[config.mk]
export PLATFORM = sky130hd
export DESIGN_NAME = cmk_regs_top
export DESIGN_NICKNAME = d
export VERILOG_FILES = /design/src/hw/cmk_regs_top.v /design/src/hw/cmk_key_decode.v
export VERILOG_INCLUDE_DIRS = /design/src /design/src/shared
export SDC_FILE = /design/constraint.sdc
export NUM_CORES = 1
export LEC_CHECK = 0
export ABC_AREA = 1
export BUFFER_PORTS_ARGS = -buffer_cell sky130_fd_sc_hd__buf_2
export CORE_MARGIN = 5
export CORE_UTILIZATION = 34
export CTS_CLUSTER_SIZE = 10
export DETAILED_ROUTE_END_ITERATION = 7
export SYNTH_ARGS = -nofsm -noshare
export SYNTH_HDL_FRONTEND = slang
export SYNTH_SLANG_ARGS = --single-unit
[constraint.sdc]
create_clock -name i_sys_clk -period 1.1 [get_ports i_sys_clk]
set_input_delay 0.22 -clock i_sys_clk [delete_from_list [all_inputs] [get_ports i_sys_clk]]
set_output_delay 0.22 -clock i_sys_clk [all_outputs]
set_load 0.005 [all_outputs]
[src/shared/cmk_regs.vh]
`ifndef CMK_REGS_VH
`define CMK_REGS_VH
`define CMK_ADDR_THERM_CTRL 8'h43
`define CMK_ADDR_CMD 8'h44
`define CMK_ADDR_SPARE 8'h45
`define CMK_ADDR_REV 8'h46
`define CMK_THERM_EN_BIT 0
`define CMK_RST_THERM_CTRL 16'h0000
`define CMK_RST_SPARE 16'h0000
`define CMK_KEY_NOP 16'h0000
`define CMK_KEY_RESET1 16'h15fa
`define CMK_KEY_RESET2 16'haf51
`define CMK_KEY_LOAD 16'h953a
`define CMK_KEY_CLEAR 16'h73d1
`define CMK_REV_CODE 8'h5a
`define CMK_PULSE_CYCLES 3'h4
`endif

[src/hw/cmk_regs_top.v]
// Function
// - Thermal restart enabled only by control bit 0
// - Over-temperature with enable causes full digital reset
// - Thermal reset sets alert and prior-restart flag
// - Write-only command key; zero key only cancels a pending key one
// - Soft reset needs key one then key two
// - Load key updates all four DAC channels
// - Clear key loads clear value on enabled channels
// - Slewing channels ramp to clear value
// - Spare register stores value, no effect

`timescale 1ns/1ps
`include "cmk_regs.vh"
module cmk_regs_top #(
  parameter NCH = 4
) (
  // Clock and reset
  input wire i_sys_clk,
  input wire i_resetn,
  // Register access from the serial frame decoder
  input wire i_wr_en,
  input wire i_rd_en,
  input wire [7:0] i_addr,
  input wire [15:0] i_wdata,
  output reg [15:0] o_rdata,
  // Over-temperature from the die sensor (asynchronous)
  input wire i_over_temp,
  // Channel setup from the output configuration registers
  input wire [NCH-1:0] i_clear_allow,
  input wire [NCH-1:0] i_slew_on,
  // Thermal restart status
  input wire i_flag_clear,
  output reg o_prior_restart_flag,
  output reg o_alert,
  // Reset and DAC actions
  output reg o_digital_reset,
  output reg o_dac_load_strobe,
  output reg [NCH-1:0] o_clear_step,
  output reg [NCH-1:0] o_clear_ramp
);
  // Stored registers
  reg [15:0] therm_ctrl_ff;
  reg [15:0] spare_ff;

  // Over-temperature sync and reset timing
  reg ot_s1_ff;
  reg ot_s2_ff;
  reg [2:0] rst_cnt_ff;
  reg therm_pend_ff;
  wire therm_fire;
  wire rst_start;
  wire rst_last;

  // Decoded commands and write strobes
  wire soft_rst;
  wire load_cmd;
  wire clear_cmd;
  wire wr_ctrl;
  wire wr_spare;
  wire wr_cmd;

  // Read multiplexer and channel index
  reg [15:0] nxt_rdata;
  genvar ch;

  // Address decode and reset triggers
  assign wr_ctrl = i_wr_en && (i_addr == `CMK_ADDR_THERM_CTRL);
  assign wr_spare = i_wr_en && (i_addr == `CMK_ADDR_SPARE);
  assign wr_cmd = i_wr_en && (i_addr == `CMK_ADDR_CMD);
  assign therm_fire = ot_s2_ff && therm_ctrl_ff[`CMK_THERM_EN_BIT];
  assign rst_start = (therm_fire || soft_rst) && !o_digital_reset;
  assign rst_last = o_digital_reset && (rst_cnt_ff == 3'h0);

  // Command key decoder
  cmk_key_decode u_dec (
    .i_sys_clk(i_sys_clk),
    .i_resetn(i_resetn),
    .i_wr_any(i_wr_en),
    .i_wr_cmd(wr_cmd),
    .i_wdata(i_wdata),
    .o_soft_reset(soft_rst),
    .o_load(load_cmd),
    .o_clear(clear_cmd)
  );

  // Over-temperature synchroniser
  always @(posedge i_sys_clk or negedge i_resetn)
  begin
    if (!i_resetn)
    begin
      ot_s1_ff <= 1'b0;
      ot_s2_ff <= 1'b0;
    end
    else
    begin
      ot_s1_ff <= i_over_temp;
      ot_s2_ff <= ot_s1_ff;
    end
  end

  // Reset pulse stretcher
  always @(posedge i_sys_clk or negedge i_resetn)
  begin
    if (!i_resetn)
    begin
      rst_cnt_ff <= 3'h0;
      o_digital_reset <= 1'b0;
    end
    else if (rst_start)
    begin
      rst_cnt_ff <= `CMK_PULSE_CYCLES;
      o_digital_reset <= 1'b1;
    end
    else if (rst_cnt_ff != 3'h0)
      rst_cnt_ff <= rst_cnt_ff - 3'h1;
    else
      o_digital_reset <= 1'b0;
  end

  // Restart record, set beats clear
  always @(posedge i_sys_clk or negedge i_resetn)
  begin
    if (!i_resetn)
    begin
      therm_pend_ff <= 1'b0;
      o_prior_restart_flag <= 1'b0;
      o_alert <= 1'b0;
    end
    else
    begin
      if (rst_start)
        therm_pend_ff <= therm_fire;
      else if (rst_last)
        therm_pend_ff <= 1'b0;
      if (rst_last && therm_pend_ff)
      begin
        o_prior_restart_flag <= 1'b1;
        o_alert <= 1'b1;
      end
      else if (i_flag_clear)
      begin
        o_prior_restart_flag <= 1'b0;
        o_alert <= 1'b0;
      end
    end
  end

  // Registers, cleared by a digital reset as well
  always @(posedge i_sys_clk or negedge i_resetn)
  begin
    if (!i_resetn)
    begin
      therm_ctrl_ff <= `CMK_RST_THERM_CTRL;
      spare_ff <= `CMK_RST_SPARE;
    end
    else if (o_digital_reset)
    begin
      therm_ctrl_ff <= `CMK_RST_THERM_CTRL;
      spare_ff <= `CMK_RST_SPARE;
    end
    else
    begin
      if (wr_ctrl)
        therm_ctrl_ff <= {15'h0, i_wdata[`CMK_THERM_EN_BIT]};
      if (wr_spare)
        spare_ff <= i_wdata;
    end
  end

  // Register read selection
  always @*
  begin
    case (i_addr)
      `CMK_ADDR_THERM_CTRL: nxt_rdata = therm_ctrl_ff;
      `CMK_ADDR_SPARE: nxt_rdata = spare_ff;
      `CMK_ADDR_REV: nxt_rdata = {8'h00, `CMK_REV_CODE};
      default: nxt_rdata = 16'h0000;
    endcase
  end

  // Read data, held between reads
  always @(posedge i_sys_clk or negedge i_resetn)
  begin
    if (!i_resetn)
      o_rdata <= 16'h0000;
    else if (i_rd_en)
      o_rdata <= nxt_rdata;
  end

  // Global DAC load strobe
  always @(posedge i_sys_clk or negedge i_resetn)
  begin
    if (!i_resetn)
      o_dac_load_strobe <= 1'b0;
    else
      o_dac_load_strobe <= load_cmd;
  end

  // Per-channel clear strobes
  generate
    for (ch = 0; ch < NCH; ch = ch + 1)
    begin : g_clear
      always @(posedge i_sys_clk or negedge i_resetn)
      begin
        if (!i_resetn)
        begin
          o_clear_step[ch] <= 1'b0;
          o_clear_ramp[ch] <= 1'b0;
        end
        else
        begin
          o_clear_step[ch] <= clear_cmd && i_clear_allow[ch] && !i_slew_on[ch];
          o_clear_ramp[ch] <= clear_cmd && i_clear_allow[ch] && i_slew_on[ch];
        end
      end
    end
  endgenerate

endmodule

[src/hw/cmk_key_decode.v]
`timescale 1ns/1ps
`include "cmk_regs.vh"
module cmk_key_decode (
  // Clock and reset
  input wire i_sys_clk,
  input wire i_resetn,
  // Write events
  input wire i_wr_any,
  input wire i_wr_cmd,
  input wire [15:0] i_wdata,
  // Decoded commands
  output reg o_soft_reset,
  output reg o_load,
  output reg o_clear
);
  reg armed_ff;
  reg nxt_armed;
  always @*
  begin
    nxt_armed = armed_ff;
    if (i_wr_cmd)
      nxt_armed = (i_wdata == `CMK_KEY_RESET1);
    else if (i_wr_any)
      nxt_armed = 1'b0;
  end
  always @(posedge i_sys_clk or negedge i_resetn)
  begin
    if (!i_resetn)
    begin
      armed_ff <= 1'b0;
      o_soft_reset <= 1'b0;
      o_load <= 1'b0;
      o_clear <= 1'b0;
    end
    else
    begin
      armed_ff <= nxt_armed;
      o_soft_reset <= i_wr_cmd && armed_ff && (i_wdata == `CMK_KEY_RESET2);
      o_load <= i_wr_cmd && (i_wdata == `CMK_KEY_LOAD);
      o_clear <= i_wr_cmd && (i_wdata == `CMK_KEY_CLEAR);
    end
  end
endmodule

==> impl_metrics.tcl <==
set metrics [dict create \
    synth_area_um2 2610 \
    whs_ps 62.6 \
    fin_crit_ps 1080 \
    setup_violations 0 \
    die_h_um 97.7 \
    path_depth 1 \
    skew_ps 6.44 \
    placed_cells 464 \
    area.growth.synth_to_final_pct 23.3 \
    fin_nets 415 \
    cellPowerDensity_nw_per_um2 1380 \
    fin_crit_sh_pct 98.0 \
    endpoint_kind "output pin" \
    critical_path.max_stage_delay_ps 420 \
    timing.rr.start "rst_cnt_ff[0]" \
    ir_drop_mv 0.497 \
    synth_cell_types 28 \
    yosysSeqAreaShare_pct 51.7 \
    grt_max_degree 55 \
    routed.top_layer "met4" \
    hold_path_class "in2reg" \
    path_buf_inv 1 \
    timing_worst_slew_pin_value_ps 456 \
    core_um2 7610 \
    diodes 0 \
    worstSetupEndpoint "o_digital_reset" \
    regToRegSetupSlack_ps 60 \
    wl_met2_um 3100 \
    cp_top_family "flip-flops" \
    clk_latency_ps 300 \
    syn_nets 343 \
    pre_cts_slack_ps -122 \
    slew-limit-headroom_pct 69.6 \
    drt-vias-per-instance 4.55 \
    report.final.slew_viol_count 0 \
    status "finished, final reports clean" \
    n_fill_cell 800 \
    fin_ws_ps 22.5 \
    syn_inst 303 \
    cp-start-kind "flip-flop" \
    rsz0062_at_grt "true" \
    wl_met1_um 2640 \
    dpl_cell_area_um2 3050 \
    cts_tree "done" \
    cts.clk_slew.worst_paths_ps 100 \
    design_area_um2 3220 \
    reg2regPathDepth 5 \
    maxCapViolCount 0 \
    yosysWarningCount 0 \
    vias 2176 \
    grt.overflow.total 0 \
    fmax_mhz 928 \
    cts_buffers 5 \
    path_cells "buf_2" \
    hold_violations 0 \
    wl_per_cell_um 12.5 \
    cts_buffer_depth 2 \
    critPathLaunch "o_digital_reset" \
    track_usage_pct 12.9 \
    drcViolationCount 0 \
    grt_pass1_wl_um 10200 \
    start_util_pct 34.3 \
    rows 32 \
    gp_congestion 0.810 \
    root_buffer "clkbuf_8" \
    htree_levels 2 \
    crit_type "reg2out" \
    timing.rr.end "therm_pend_ff" \
    cp_max_fo 3 \
    grt_pass1_vias 2168 \
    wl_met3_um 184 \
    drtAntennaViolNets 0 \
    cts_sinks 54 \
    first_iter_violations 109 \
    ios 66 \
    arrival_ps 860 \
    route.final.wire_length_um 6000 \
    die-area_um2 9540 \
    drive_gt1_share_pct 30.3 \
    required_ps 880 \
    drtPass1Iterations 4 \
    antenna_found_initial 0 \
    die_x_um 97.7 \
    ys_ff_latch 54 \
    stdcell_count 478 \
    portBuffers 65 \
    slowest_stage "dfrtp_1" \
    power_leakage_nw 1.82 \
    place_hpwl_um 4360 \
    postSynthAreaPerCell_um2 8.62 \
]
==> final cells by class <==
| type | count | area, um2 | share of cell area [%] |
|---|---|---|---|
| tap | 102 | 128 | 3.96 |
| timing repair buffer | 78 | 483 | 15.0 |
| inverter | 29 | 109 | 3.38 |
| multi-input combinational | 207 | 1050 | 32.8 |
| clock buffer | 6 | 82.6 | 2.56 |
| sequential | 54 | 1350 | 42.0 |
| clock inverter | 2 | 12.5 | 0.389 |
==> synthesized netlist by cell type <==
| master | count | area share, % |
|---|---|---|
| a21oi_1 | 1 | 0.19 |
| buf_12 | 1 | 0.77 |
| buf_2 | 7 | 1.3 |
| buf_4 | 2 | 0.57 |
| buf_6 | 1 | 0.43 |
| buf_8 | 1 | 0.57 |
| clkbuf_4 | 1 | 0.29 |
| dfrtp_1 | 54 | 52 |
| ha_1 | 2 | 0.96 |
| inv_1 | 27 | 3.9 |
| inv_2 | 2 | 0.29 |
| nand2_1 | 95 | 14 |
| nand2_2 | 2 | 0.48 |
| nand3_1 | 25 | 4.8 |
| nand3_2 | 15 | 5.7 |
| nand3_4 | 1 | 0.67 |
| nand3b_1 | 1 | 0.29 |
| nand4_1 | 18 | 4.3 |
| nor2_1 | 30 | 4.3 |
| nor2_2 | 1 | 0.24 |
| nor2_4 | 2 | 0.86 |
| nor2_8 | 1 | 0.77 |
| nor3_1 | 2 | 0.38 |
| nor3b_1 | 1 | 0.29 |
| o21ai_0 | 6 | 1.1 |
| o22ai_1 | 1 | 0.24 |
| or2_2 | 2 | 0.48 |
| xnor2_1 | 1 | 0.34 |
==> flip-flops by register name, summed over array words and instances, names as in the netlist <==
register,count
o_clear_step,4
ot_s1_ff,1
o_clear_ramp,4
o_dac_load_strobe,1
therm_ctrl_ff,1
rst_cnt_ff,3
u_dec.o_load,1
o_alert,1
ot_s2_ff,1
u_dec.o_clear,1
therm_pend_ff,1
spare_ff,16
o_rdata,16
u_dec.armed_ff,1
u_dec.o_soft_reset,1
o_digital_reset,1
==> kinds of logic after synthesis <==
family	share of synthesized area, %
compound gates	1.58
flops	51.7
xor+xnor	0.335
simple gates	37.3
fa+ha+maj	0.958
buf+inv	8.14
==> how the worst min path moves through the flow <==
stage          cells past startpoint  slack (ps)         endpoint          from
4_1_cts                            1           5         ot_s1_ff   i_over_temp
6_report                           2          60  o_clear_step[0]  i_slew_on[0]
2_1_floorplan                      0         -80          o_alert      i_resetn
3_3_place_gp                       2         240      o_rdata[13]      i_resetn
3_5_place_dp                       2         240      o_rdata[14]      i_resetn
5_1_grt                            2          50  o_clear_step[2]  i_slew_on[2]
==> layer usage <==
| layer | up-vias | track usage [%] |
|---|---|---|
| met5 | - | 0 |
| met4 | 0 | 4.26 |
| met2 | 40 | 22.0 |
| met3 | 4 | 2.66 |
| li1 | 1116 | - |
| met1 | 1016 | 16.4 |
==> where the power goes <==
group	internal [mW]	switching, mW
clock network	0.507	0.640
logic	0.446	0.613
registers	2.14	0.103
==> cell usage in the layout (no fill, tap or decap), types with 2 or more instances in the layout <==
master,n
ha_1,2
o21ai_1,3
inv_2,4
nand2_1,94
clkbuf_8,6
nor2_4,2
nand2_2,3
nand4_1,18
or2_2,2
dlygate4sd3_1,2
nor3_1,2
dfrtp_1,54
buf_4,7
nand3_1,25
buf_2,65
o21ai_0,3
buf_12,3
inv_1,25
nor2_1,30
nand3_2,15
==> metrics by stage <==
| step | util (%) | total power, mW | TNS, ps |
|---|---|---|---|
| after detailed placement | 40.1 | 3.15 | -2770 |
| after CTS | 41.5 | 4.31 | -7.69 |
| after global placement | 40.1 | 3.12 | -1860 |
| after global routing | 42.3 | 4.74 | -46.1 |
| after floorplan | - | 2.84 | 0 |
| final | 42.3 | 4.45 | 0 |
==> what timing repair did <==
action / 4_1_cts / 5_1_grt
resized for setup: 0 / 7
setup endpoints to repair: 1 / 25
gates cloned: 0 / 1
endpoints found under the hold margin: 54 / 1
buffers inserted: 0 / 3
hold buffers: 1 / 1
(Power assumes the default switching activity.)
